===== src/iam_pkg.sv =====
package iam_pkg;
  localparam logic [7:0] A_CTRL = 8'h00;
  localparam logic [7:0] A_STAT = 8'h04;
  localparam logic [7:0] A_OWN = 8'h08;
  localparam logic [7:0] A_SHIFT = 8'h0C;
  localparam logic [7:0] A_ISTAT = 8'h10;
  localparam logic [7:0] A_IMASK = 8'h14;
  localparam int unsigned C_EN = 7;
  localparam int unsigned C_EXIT = 6;
  localparam int unsigned C_WREL = 5;
  localparam int unsigned S_MSTS = 7;
  localparam int unsigned S_ALD = 6;
  localparam int unsigned S_EXC = 5;
  localparam int unsigned S_COI = 4;
  localparam int unsigned S_TRC = 3;
  localparam int unsigned I_MATCH = 0;
  localparam int unsigned I_START = 1;
  localparam int unsigned I_STOP = 2;
  localparam logic [3:0] CNT_ZERO = 4'h0;
  localparam logic [3:0] CNT_ONE = 4'h1;
  localparam logic [3:0] CNT_SEVEN = 4'h7;
  localparam logic [3:0] CNT_ADDR = 4'h8;
  localparam logic [3:0] CNT_NINTH = 4'h9;
  localparam logic [7:0] RST_BYTE = 8'h00;
  localparam logic [6:0] RST_OWN = 7'h00;
  localparam logic [2:0] RST_IRQ = 3'h0;

  typedef struct packed {
    logic [7:0] addr;
    logic [7:0] wdata;
    logic wr;
    logic rd;
  } iam_bus_s;

  typedef struct packed {
    logic scl_m;
    logic scl_s;
    logic scl_d;
    logic sda_m;
    logic sda_s;
    logic sda_d;
    logic en;
    logic [6:0] own;
    logic [7:0] tx;
    logic [7:0] rx;
    logic [3:0] cnt;
    logic first;
    logic drv;
    logic ack;
    logic coi;
    logic trc;
    logic ald_d;
    logic sda_oe;
    logic wrel_p;
    logic [7:0] rdata;
    logic [2:0] istat;
    logic [2:0] imask;
  } iam_st_s;
endpackage : iam_pkg

===== src/iam_flags.sv =====
// Implementation choices: the placing of the registers and the address-and-strobe port.
`timescale 1ns/1ps
`default_nettype none
module iam_flags (
  input wire logic clk_i,
  input wire logic rstn_i,
  input wire iam_pkg::iam_bus_s bus_i,
  output logic [7:0] rdata_o,
  input wire logic scl_i,
  input wire logic sda_i,
  output logic sda_o,
  output logic sda_oe_o,
  input wire logic master_state_i,
  input wire logic arb_lost_i,
  input wire logic ext_code_i,
  input wire logic start_gen_i,
  output logic wait_rel_o,
  output logic match_o,
  output logic trc_o,
  output logic irq_o
);

  iam_pkg::iam_st_s s_ff;
  iam_pkg::iam_st_s nxt_s;

  logic rise;
  logic fall;
  logic start;
  logic stop;
  logic addr_hit;
  logic match;
  logic dir;
  logic exit_w;
  logic wrel_w;
  logic shift_w;
  logic ninth;
  logic [7:0] abyte;
  logic [7:0] stat;
  logic [2:0] ev;

  //////////////////////////////////////////////////////////////////////////
  always_comb begin
    nxt_s = s_ff;
    // Edges are seen only on the second synchroniser stage
    rise = s_ff.scl_s & ~s_ff.scl_d;
    fall = ~s_ff.scl_s & s_ff.scl_d;
    start = s_ff.scl_s & s_ff.scl_d & ~s_ff.sda_s & s_ff.sda_d & s_ff.en;
    stop = s_ff.scl_s & s_ff.scl_d & s_ff.sda_s & ~s_ff.sda_d & s_ff.en;
    abyte = {s_ff.rx[6:0], s_ff.sda_s};
    match = abyte[7:1] == s_ff.own;
    dir = abyte[0];
    addr_hit = rise & s_ff.first & (s_ff.cnt == iam_pkg::CNT_SEVEN) & s_ff.en;
    ninth = s_ff.cnt == iam_pkg::CNT_NINTH;
    exit_w = 1'b0;
    wrel_w = 1'b0;
    shift_w = bus_i.wr & (bus_i.addr == iam_pkg::A_SHIFT);
    stat = {master_state_i, arb_lost_i, ext_code_i, s_ff.coi, s_ff.trc,
            3'h0};

    nxt_s.scl_m = scl_i;
    nxt_s.scl_s = s_ff.scl_m;
    nxt_s.scl_d = s_ff.scl_s;
    nxt_s.sda_m = sda_i;
    nxt_s.sda_s = s_ff.sda_m;
    nxt_s.sda_d = s_ff.sda_s;
    nxt_s.ald_d = arb_lost_i;

    // Register writes; exit and wait release are one-shot commands
    if (bus_i.wr) begin
      unique case (bus_i.addr)
        iam_pkg::A_CTRL: begin
          nxt_s.en = bus_i.wdata[iam_pkg::C_EN];
          exit_w = bus_i.wdata[iam_pkg::C_EXIT];
          wrel_w = bus_i.wdata[iam_pkg::C_WREL];
        end
        iam_pkg::A_OWN: begin
          nxt_s.own = bus_i.wdata[7:1];
        end
        iam_pkg::A_IMASK: begin
          nxt_s.imask = bus_i.wdata[2:0];
        end
        default: begin
        end
      endcase
    end

    //////////////////////////////////////////////////////////////////////////
    // Byte framing on the serial link
    if (rise) begin
      nxt_s.rx = abyte;
      nxt_s.cnt = ninth ? iam_pkg::CNT_ONE : s_ff.cnt + iam_pkg::CNT_ONE;
    end
    if (fall) begin
      if (s_ff.cnt == iam_pkg::CNT_ADDR) begin
        nxt_s.ack = 1'b1;
      end
      if (ninth) begin
        nxt_s.ack = 1'b0;
        if (s_ff.first) begin
          nxt_s.first = 1'b0;
          nxt_s.drv = 1'b1;
        end
      end
      if ((s_ff.cnt >= iam_pkg::CNT_ONE) && (s_ff.cnt <= iam_pkg::CNT_SEVEN))
      begin
        nxt_s.tx = {s_ff.tx[6:0], 1'b1};
      end
    end
    if (start) begin
      nxt_s.cnt = iam_pkg::CNT_ZERO;
      nxt_s.first = 1'b1;
      nxt_s.drv = 1'b0;
      nxt_s.ack = 1'b0;
    end
    if (stop) begin
      nxt_s.cnt = iam_pkg::CNT_ZERO;
      nxt_s.first = 1'b0;
      nxt_s.drv = 1'b0;
      nxt_s.ack = 1'b0;
    end
    // A late write beats the shifter so the new byte is never lost
    if (shift_w) begin
      nxt_s.tx = bus_i.wdata;
    end

    //////////////////////////////////////////////////////////////////////////
    // Address match flag: clears first, the set wins over them
    if (start | stop) begin
      nxt_s.coi = 1'b0;
    end
    if (exit_w) begin
      nxt_s.coi = 1'b0;
    end
    if (addr_hit & match) begin
      nxt_s.coi = 1'b1;
    end

    // Direction flag
    if (start & ~master_state_i) begin
      nxt_s.trc = 1'b0;
    end
    if (arb_lost_i & ~s_ff.ald_d) begin
      nxt_s.trc = 1'b0;
    end
    if (~master_state_i & ~ext_code_i & ~s_ff.coi) begin
      nxt_s.trc = 1'b0;
    end
    if (wrel_w & s_ff.trc & ninth) begin
      nxt_s.trc = 1'b0;
      nxt_s.drv = 1'b0;
    end
    if (exit_w) begin
      nxt_s.trc = 1'b0;
    end
    if (addr_hit & master_state_i) begin
      nxt_s.trc = ~dir;
    end
    if (addr_hit & ~master_state_i & match & dir) begin
      nxt_s.trc = 1'b1;
    end
    if (start_gen_i) begin
      nxt_s.trc = 1'b1;
    end

    // Stopping the bus drops the flags and byte framing; tx and istat keep their values, rx still shifts on each scl rise
    if (~nxt_s.en) begin
      nxt_s.coi = 1'b0;
      nxt_s.trc = 1'b0;
      nxt_s.first = 1'b0;
      nxt_s.drv = 1'b0;
      nxt_s.ack = 1'b0;
      nxt_s.cnt = iam_pkg::CNT_ZERO;
    end

    // Open drain: pull low only for a zero bit, never in the ack slot
    nxt_s.sda_oe = nxt_s.trc & nxt_s.drv & ~nxt_s.ack
                   & ~nxt_s.tx[7];

    // Either command frees the clock; the shift write is the normal path
    nxt_s.wrel_p = wrel_w | shift_w;

    //////////////////////////////////////////////////////////////////////////
    ev = 3'h0;
    ev[iam_pkg::I_MATCH] = addr_hit & match;
    ev[iam_pkg::I_START] = start;
    ev[iam_pkg::I_STOP] = stop;
    if (bus_i.wr & (bus_i.addr == iam_pkg::A_ISTAT)) begin
      nxt_s.istat = s_ff.istat & ~bus_i.wdata[2:0];
    end
    nxt_s.istat = nxt_s.istat | ev;

    nxt_s.rdata = iam_pkg::RST_BYTE;
    if (bus_i.rd) begin
      unique case (bus_i.addr)
        iam_pkg::A_CTRL: nxt_s.rdata = {s_ff.en, 7'h00};
        iam_pkg::A_STAT: nxt_s.rdata = stat;
        iam_pkg::A_OWN: nxt_s.rdata = {s_ff.own, 1'b0};
        iam_pkg::A_SHIFT: nxt_s.rdata = s_ff.rx;
        iam_pkg::A_ISTAT: nxt_s.rdata = {5'h00, s_ff.istat};
        iam_pkg::A_IMASK: nxt_s.rdata = {5'h00, s_ff.imask};
        default: nxt_s.rdata = iam_pkg::RST_BYTE;
      endcase
    end
  end

  //////////////////////////////////////////////////////////////////////////
  always_ff @(posedge clk_i or negedge rstn_i) begin
    if (!rstn_i) begin
      s_ff <= '{scl_m: 1'b1, scl_s: 1'b1, scl_d: 1'b1,
                sda_m: 1'b1, sda_s: 1'b1, sda_d: 1'b1,
                en: 1'b0, own: iam_pkg::RST_OWN,
                tx: iam_pkg::RST_BYTE, rx: iam_pkg::RST_BYTE,
                cnt: iam_pkg::CNT_ZERO, first: 1'b0, drv: 1'b0,
                ack: 1'b0, coi: 1'b0, trc: 1'b0, ald_d: 1'b0,
                sda_oe: 1'b0, wrel_p: 1'b0,
                rdata: iam_pkg::RST_BYTE,
                istat: iam_pkg::RST_IRQ, imask: iam_pkg::RST_IRQ};
    end else begin
      s_ff <= nxt_s;
    end
  end

  assign rdata_o = s_ff.rdata;
  assign sda_o = 1'b0;
  assign sda_oe_o = s_ff.sda_oe;
  assign wait_rel_o = s_ff.wrel_p;
  assign match_o = s_ff.coi;
  assign trc_o = s_ff.trc;
  assign irq_o = |(s_ff.istat & s_ff.imask);
endmodule : iam_flags
`default_nettype wire


===== config.mk =====
export PLATFORM = sky130hd
export DESIGN_NAME = iam_flags
export DESIGN_NICKNAME = d
export VERILOG_FILES = /design/src/iam_pkg.sv /design/src/iam_flags.sv
export SDC_FILE = /design/constraint.sdc
export NUM_CORES = 1
export LEC_CHECK = 0
export BUFFER_PORTS_ARGS = -buffer_cell sky130_fd_sc_hd__clkbuf_2
export CAP_MARGIN = 15
export CORE_AREA = 4 4 76 78
export CTS_CLUSTER_DIAMETER = 200
export DETAILED_ROUTE_END_ITERATION = 12
export DIE_AREA = 0 0 80 82
export PLACE_DENSITY = 0.78
export SYNTH_ARGS = -nofsm -noshare
export SYNTH_HDL_FRONTEND = slang
export SYNTH_SLANG_ARGS = --single-unit

===== constraint.sdc =====
create_clock -name clk_i -period 3.6 [get_ports clk_i]
set_input_delay 0.36 -clock clk_i [delete_from_list [all_inputs] [get_ports clk_i]]
set_output_delay 0.36 -clock clk_i [all_outputs]
set_load 0.005 [all_outputs]

# Word-level counts from Yosys, hierarchy flattened
# Cells that the tools add are included.
# Widths: inputs -> output; s select.
[word_totals] reg_bits=56 latchBits=0 mem_bits_rw=0 romBits=0 in_bits=26 output_inout_bits=14 elab_cells=126 n_memories=0
[op_classes] add_sub_neg=1 mul=0 div=0 magnitude_cmp=2 n_eq_ne=13 shifts=0 mux=34 bitwise_logic=44 n_reduce_logical=9
[op_table] cell="$pmux 8 s6" n=1
[op_table] cell="$mux 8" n=5
[op_table] cell="$and 1x1->1" n=28
[op_table] cell="$mux 7" n=3
[op_table] cell="$mux 1" n=19
[op_table] cell="$eq 8x4->1 const B" n=2
[op_table] cell="$eq 8x5->1 const B" n=2
[op_table] cell="$ne 4x1->1 const B" n=4
[op_table] cell="$not 1->1" n=10
[op_table] cell="$mux 3" n=3
[op_table] cell="$mux 9" n=1
[op_table] cell="$eq 4x4->1 const B" n=2
[op_table] cell="$eq 8x3->1 const B" n=1
[op_table] cell="$logic_not 8->1" n=1
[op_table] cell="$mux 4" n=2
[op_table] cell="$reduce_and 2->1" n=4
[op_table] cell="$eq 7x7->1" n=1
[op_table] cell="$and 3x3->3" n=2
[op_table] cell="$add 4x1->4 const B" n=1
[op_table] cell="$eq 4x3->1 const B" n=1
[op_table] cell="$ge 4x1->1 const B" n=1
[op_table] cell="$le 4x3->1 const B" n=1
[op_table] cell="$reduce_bool 2->1" n=2
[op_table] cell="$not 3->3" n=1
[op_table] cell="other kinds (4)" n=5

# Logic depth before layout (Yosys ltp)
# Gate-level depths: netlist (run 1).
[depth] word_depth=17 mapped_depth=7 ltp_nobuf=6

# Worst setup path after synthesis (run 1)
# No wires, ideal clock.
[synth_path] path_type="input port to flip-flop" start="input bus_i[11] in the netlist's numbering" end="register s_ff (netlist bit sda_oe_o)" setup_ns=0.094 arrival_ns=1.739 t_required_ns=3.506 slack_ns=1.767 path_stages=6 path_buffers=0 path_cell_list="nor4_2 nand3_2 mux2i_4 or2_4 nor3_2 nor4b_4"
[synth_rtl] element="start, declared" line="iam_flags.sv:7" rtl="input wire iam_pkg::iam_bus_s bus_i,"
[synth_rtl] element="end signal, assigned" line="iam_flags.sv:209" rtl="s_ff <= '{scl_m: 1'b1, scl_s: 1'b1, scl_d: 1'b1,"
[synth_rtl] element="end signal, assigned" line="iam_flags.sv:219" rtl="s_ff <= nxt_s;"
[synth_rtl] element="end, declared" line="iam_flags.sv:23" rtl="iam_pkg::iam_st_s s_ff;"

==> summary.md, run 1 <==
| Metric | Value |
|---|---|
| Final wirelength | `5.80 mm` |
| DP Wirelength | `4.41 mm` |
| Post-route DRC | `0` |
| Data arrival time of the critical path | `2.52 ns` |
| Syn nets | `284` |
| DRT Pass-1 Iters | `4` |
| Worst-margin pin slew | `0.673 ns` |
| Synth Register Bits | `56` |
| Routed Antenna Nets | `0` |
| DP Area | `2880 µm²` |
| Synth area leader | `dfrtp_1` |
| Headroom to the max-slew limit | `55.1%` |
| Number of global-route vias before repair | `1998` |
| Crit Path Category | `flop to flop` |
| Clk slew on worst S/H paths | `0.10 ns` |
| Startpoint types | `flop` |
| Finished Cell Area | `2950 µm²` |
| Commonest cells after routing, fill and taps aside | `dfrtp_1 (50), clkbuf_2 (38), nand2_1 (35)` |
| Fin crit share | `64.1%` |
| Initial antenna violation count | `0` |
| Routed via count | `1984` |
| Ranking of synthesized cells by area | `dfrtp_1 (46%), dfstp_2 (5.8%), nand2_1 (4.9%), a21oi_1 (3.5%), buf_4 (3.3%)` |
| Crit path capture type | `flop` |
| Core footprint | `5070 µm²` |
| Hold Fails Final Rpt | `0` |
| Antenna cell count | `0` |
| Total grt overflow | `0` |
| Clock Skew | `0.0119 ns` |
| Top_reg_cell synth | `dfrtp_1` |
| Average size of a mapped cell | `10.5 µm²` |
| Worst-path fanout max | `10` |
| Mux share of post-synthesis cell area | `7.18%` |
| Post-synth EDFFs | `0` |
| Pre-CTS WS | `1.38 ns` |
| IO Pins | `40` |
| Placement Rows | `26` |
| Synth Cell Area | `2700 µm²` |
| VDD IR-drop max | `0.000166 V` |
| Minimum hold slack | `0.0620 ns` |
| Nets | `314` |
| Synth unique cells | `52` |
| Non-Filler Instances | `358` |
| Die Y | `82 µm` |
| Post-CTS setup repair buffer count | `0` |
| Post-cts sizing count | `0` |
| Cts hold-fix bufs | `0` |
| Chip width | `80 µm` |
| Critical Path RT | `3.81 ns` |
| Post-Synth Adder-Cell Area | `0%` |
| Root Driver | `clkbuf_8` |
| Filler cells | `459` |
| Worst-Skew Late Latency | `0.30 ns` |
| CTS tree | `yes` |
| Minimum clock period | `2.31 ns` |
| Worst hold path type | `input pin to asynchronous set/reset pin` |
| Largest net degree at the start of global routing | `32` |
| Worst setup margin | `1.29 ns` |
| Via density | `5.54` |
| Max clock buf depth | `2` |
| Largest family of logic cells by synthesized area | `simple AND/OR/NAND/NOR gates` |
| Status | `finished clean` |
| CTS sink cnt | `56` |
| Xor/xnor share of the synthesized area | `2.92%` |
| Syn. warnings | `0` |
| Sequential area share after synthesis | `52.2%` |
| P_leak | `1.34 nW` |
| Setup_tns | `0 ns` |
| Share of cells above drive strength 1 | `25.3%` |
| First-pass GRT wire length | `9.72 mm` |
| Port bufs | `38` |
| Iteration-0 DRC Markers | `195` |
| Most common cell after layout, fill and taps aside | `dfrtp_1` |
| Syn-to-layout area delta | `9.26%` |
| Achievable frequency | `0.433 GHz` |
| Max_cap viols | `0` |
| Gpl congestion | `0.891` |
| Initial core utilization | `53.2%` |
| Avg WL per Cell | `16.2 µm` |
| Power Density | `384 nW/µm²` |
| Cell count after synthesis | `258` |
| RSZ-0062 raised after global routing | `false` |
| Compound-Gate Fraction of Synth Area | `10.9%` |
| Die area | `6560 µm²` |
| Pwr Total | `1.13 mW` |
| Top cell type's share of synthesized area | `46.3%` |
| Synth Area in Simple Gates | `21.2%` |
| GRT Overall Usage | `19.3%` |
| Setup Viol. Count Final | `0` |
| H-tree depth | `2` |
| Fin util | `58.2%` |
| Num CTS Buffers | `5` |
| Pins Over Slew Limit | `0` |
| Placed Instances | `351` |
| Post-synth ARST share | `100%` |
-- per-layer routing --
layer,vias to the layer above,track usage [%],share of wire (%)
met1,965,25.9,45
li1,951,-,-
met4,0,6.42,1.7
met2,56,32.0,48
met3,12,3.40,4.7
met5,-,0,0
-- synth_stat cells, types with 3 or more instances --
master and n:
mux2_2 8, buf_4 12, inv_1 8, mux2i_1 7, xnor2_1 5, a21oi_1 19
o21ai_0 7, and2_1 3, xor2_1 4, and3_1 4, nand2_1 35, a222oi_1 4
nor2b_1 4, nor2_1 22, dfstp_2 6, nand4_1 3, dfrtp_1 50, nor3_1 6
nand3_1 6, a22oi_1 5
-- power by group --
part | total [mW] | internal, mW | leakage, nW | switching (mW)
logic | 0.113 | 0.0480 | 0.599 | 0.0649
registers | 0.704 | 0.665 | 0.701 | 0.0390
clock network | 0.317 | 0.135 | 0.0383 | 0.182
total | 1.13 | 0.848 | 1.34 | 0.286
-- state kept, by name (all words and copies together), names as in the netlist --
signal      count
rdata_o         8
trc_o           1
sda_oe_o        1
s_ff           33
abyte           7
nxt_s           3
dir             1
wait_rel_o      1
match_o         1
-- worst max-delay path, cell delays in order, from the launching register on --
cell and delay (ns):
dfstp_2 0.57, nor2b_1 0.56, nand2_2 0.18, nor2_2 0.14, nand3_1 0.13, o311a_1 0.38
nor4b_4 0.26
-- final cells by class --
type	count	area, µm²	share of cell area [%]
clock buffers	7	76.3	2.59
multi-input cells	177	1140	38.7
well taps	70	87.6	2.97
flip-flops and latches	56	1410	47.7
inverters	8	30.0	1.02
repair buffers	40	205	6.95
-- cells by family after synthesis --
| logic type | after synthesis |
|---|---|
| AND/OR/NAND/NOR | 104 |
| other | 1 |
| AO/OA/AOI/OAI | 46 |
| buffers and inverters | 25 |
| flip-flops | 56 |
| multiplexers | 17 |
| XOR/XNOR | 9 |
-- worst paths after layout --
path                       startpoint    endpoint  slack, ns  depth (start not counted)
min reg2reg                 nxt_s[54]   nxt_s[53]       0.36                          0
max reg2reg                 nxt_s[53]    sda_oe_o       1.29                          6
max                         nxt_s[53]    sda_oe_o       1.29                          6
min                            rstn_i  rdata_o[1]       0.06                          1
max in group asynchronous      rstn_i    s_ff[50]       2.66                          2
min in group clk_i              sda_i   nxt_s[51]       0.14                          1
Note: power is estimated with default switching activity, not from simulation.
==> inputs of run 2 (changes only) <==
Settings changed: CORE_AREA 4 4 76 78 to 4 4 78 80, DIE_AREA 0 0 80 82 to 0 0 82 84, PLACE_DENSITY 0.78 to 0.77.
Clock period 3.6 ns to 2.1 ns, I/O delays scaled along.
==> summary.md, run 2 (synthesized netlist as in run 1, its figures left out) <==
| Metric | Value |
|---|---|
| Status | `finished clean` |
| CTS tree | `yes` |
| Worst-path fanout max | `5 (-5)` |
| Setup_tns | `0 ns (unchanged)` |
| Iteration-0 DRC Markers | `168 (-14%)` |
| Max clock buf depth | `2 (unchanged)` |
| Gpl congestion | `0.902 (+1.2%)` |
| Nets | `325 (+3.5%)` |
| First-pass GRT wire length | `9.80 mm (+0.78%)` |
| R2R Setup Slk | `0.21 ns (-1.08 ns)` |
| Port bufs | `38 (unchanged)` |
| Commonest cells after routing, fill and taps aside | `dfrtp_1 (50), clkbuf_2 (38), nand2_1 (35)` |
| IO Pins | `40 (unchanged)` |
| Post-CTS setup repair buffer count | `0 (unchanged)` |
| Achievable frequency | `0.529 GHz (+22%)` |
| Worst setup margin | `0.211 ns (-1.08 ns)` |
| GRT busiest layer | `met2` |
| Pre-CTS WS | `0.146 ns (-1.23 ns)` |
| Crit Path Category | `flop to flop` |
| Root Driver | `clkbuf_8` |
| P_leak | `1.40 nW (+4.3%)` |
| Startpoint types | `flop` |
| Headroom to the max-slew limit | `54.5% (-0.51 points)` |
| Clock Skew | `0.0135 ns (+0.00159 ns)` |
| H-tree depth | `2 (unchanged)` |
| Setup Viol. Count Final | `0 (unchanged)` |
| Routed via count | `2063 (+4.0%)` |
| Power Density | `654 nW/µm² (+70%)` |
| VDD IR-drop max | `0.000322 V (+95%)` |
| Most common cell after layout, fill and taps aside | `dfrtp_1` |
| Critical Path RT | `2.31 ns (-1.50 ns)` |
| Fin util | `56.4% (-1.7 points)` |
| Routed Antenna Nets | `0 (unchanged)` |
| DRT Pass-1 Iters | `5 (+1)` |
| Hold Fails Final Rpt | `0 (unchanged)` |
| Num CTS Buffers | `5 (unchanged)` |
| Max_cap viols | `0 (unchanged)` |
| Reg with most FFs | `s_ff` |
| Pins Over Slew Limit | `0 (unchanged)` |
| Grt met3 use | `4.21% (+0.81 points)` |
| GRT Overall Usage | `18.5% (-0.86 points)` |
| Max FFs per register | `33 (unchanged)` |
| Data arrival time of the critical path | `2.10 ns (-0.42 ns)` |
| Post-route DRC | `0 (unchanged)` |
| Avg WL per Cell | `15.7 µm (-3.2%)` |
| Total grt overflow | `0 (unchanged)` |
| Chip width | `82 µm (+2.5%)` |
| Placed Instances | `362 (+3.1%)` |
| Die area | `6890 µm² (+5.0%)` |
| CTS sink cnt | `56 (unchanged)` |
| Non-Filler Instances | `372 (+3.9%)` |
| Clk slew on worst S/H paths | `0.10 ns (about the same)` |
| Antenna cell count | `0 (unchanged)` |
| Share of cells above drive strength 1 | `27.7% (+2.3 points)` |
| Worst-margin pin slew | `0.682 ns (+0.00905 ns)` |
| Minimum hold slack | `0.0170 ns (-0.0450 ns)` |
| Initial antenna violation count | `0 (unchanged)` |
| Worst hold path type | `input pin to asynchronous set/reset pin` |
| Core footprint | `5410 µm² (+6.5%)` |
| Fin crit share | `89.9% (+26 points)` |
| Minimum clock period | `1.89 ns (-0.419 ns)` |
| DP Wirelength | `4.36 mm (-1.2%)` |
| Via density | `5.55 (about the same)` |
| Placement Rows | `27 (+3.8%)` |
| Final wirelength | `5.84 mm (+0.53%)` |
| Initial core utilization | `50.0% (-3.3 points)` |
| Syn-to-layout area delta | `12.9%` |
| Worst-Skew Late Latency | `0.31 ns (about the same)` |
| Met1 Track Usage GR | `24.6% (-1.3 points)` |
| Met2 usage | `28.3% (-3.7 points)` |
| Die Y | `84 µm (+2.4%)` |
| Number of global-route vias before repair | `2025 (+1.4%)` |
| Crit path capture type | `flop` |
| Largest net degree at the start of global routing | `57 (+78%)` |
| RSZ-0062 raised after global routing | `false` |
==> run 2: power breakdown <==
part	switching, mW	internal [mW]	leakage, nW
sequential	0.0577	1.14	0.701
combinational	0.117	0.0988	0.653
clock	0.342	0.239	0.0424
==> run 2: cell type report <==
cell class	count	area, µm²
fillers	480	2350
flip-flops and latches	56	1410
multi-input cells	177	1140
repair buffers	51	293
well taps	72	90.1
clock buffers	7	76.3
inverters	8	30.0
clock inverters	1	8.76
==> run 2: critical path, cell delays in order (launching register included) <==
cell	delay, ns
dfstp_2	0.57
nor2b_1	0.25
nand2_2	0.13
nor2_2	0.13
nand3_1	0.10
o311a_1	0.37
nor4b_4	0.26
==> run 2: per-layer routing <==
metal	routed length, µm	share of wire, %	vias to the layer above
met4	189	3.2	0
met3	469	8.0	16
li1	-	-	974
met1	2450	42	972
met5	0	0	-
met2	2730	47	101
==> run 2: repair_timing <==
item	in CTS	in global routing
endpoints found under the hold margin	2	0
hold buffers	2	0
endpoints found under the setup margin	0	0
resized for setup	0	0
==> run 2: stage by stage <==
step	area (µm²)	total power, mW
6_report	3050	2.00
5_1_grt	3050	2.10
2_1_floorplan	2700	1.32
4_1_cts	3050	2.01
3_5_place_dp	2950	1.43
3_3_place_gp	2950	1.42
==> run 2: path summary, 6_finish.rpt <==
path | end | cells after the start | start
worst max register to register | sda_oe_o | 6 | nxt_s[53]
min in group clk_i | s_ff[16] | 1 | arb_lost_i
worst min register to register | nxt_s[53] | 0 | nxt_s[54]
max in group asynchronous | sda_oe_o | 2 | rstn_i
worst min-delay path | abyte[3] | 2 | rstn_i
worst max-delay path | sda_oe_o | 6 | nxt_s[53]
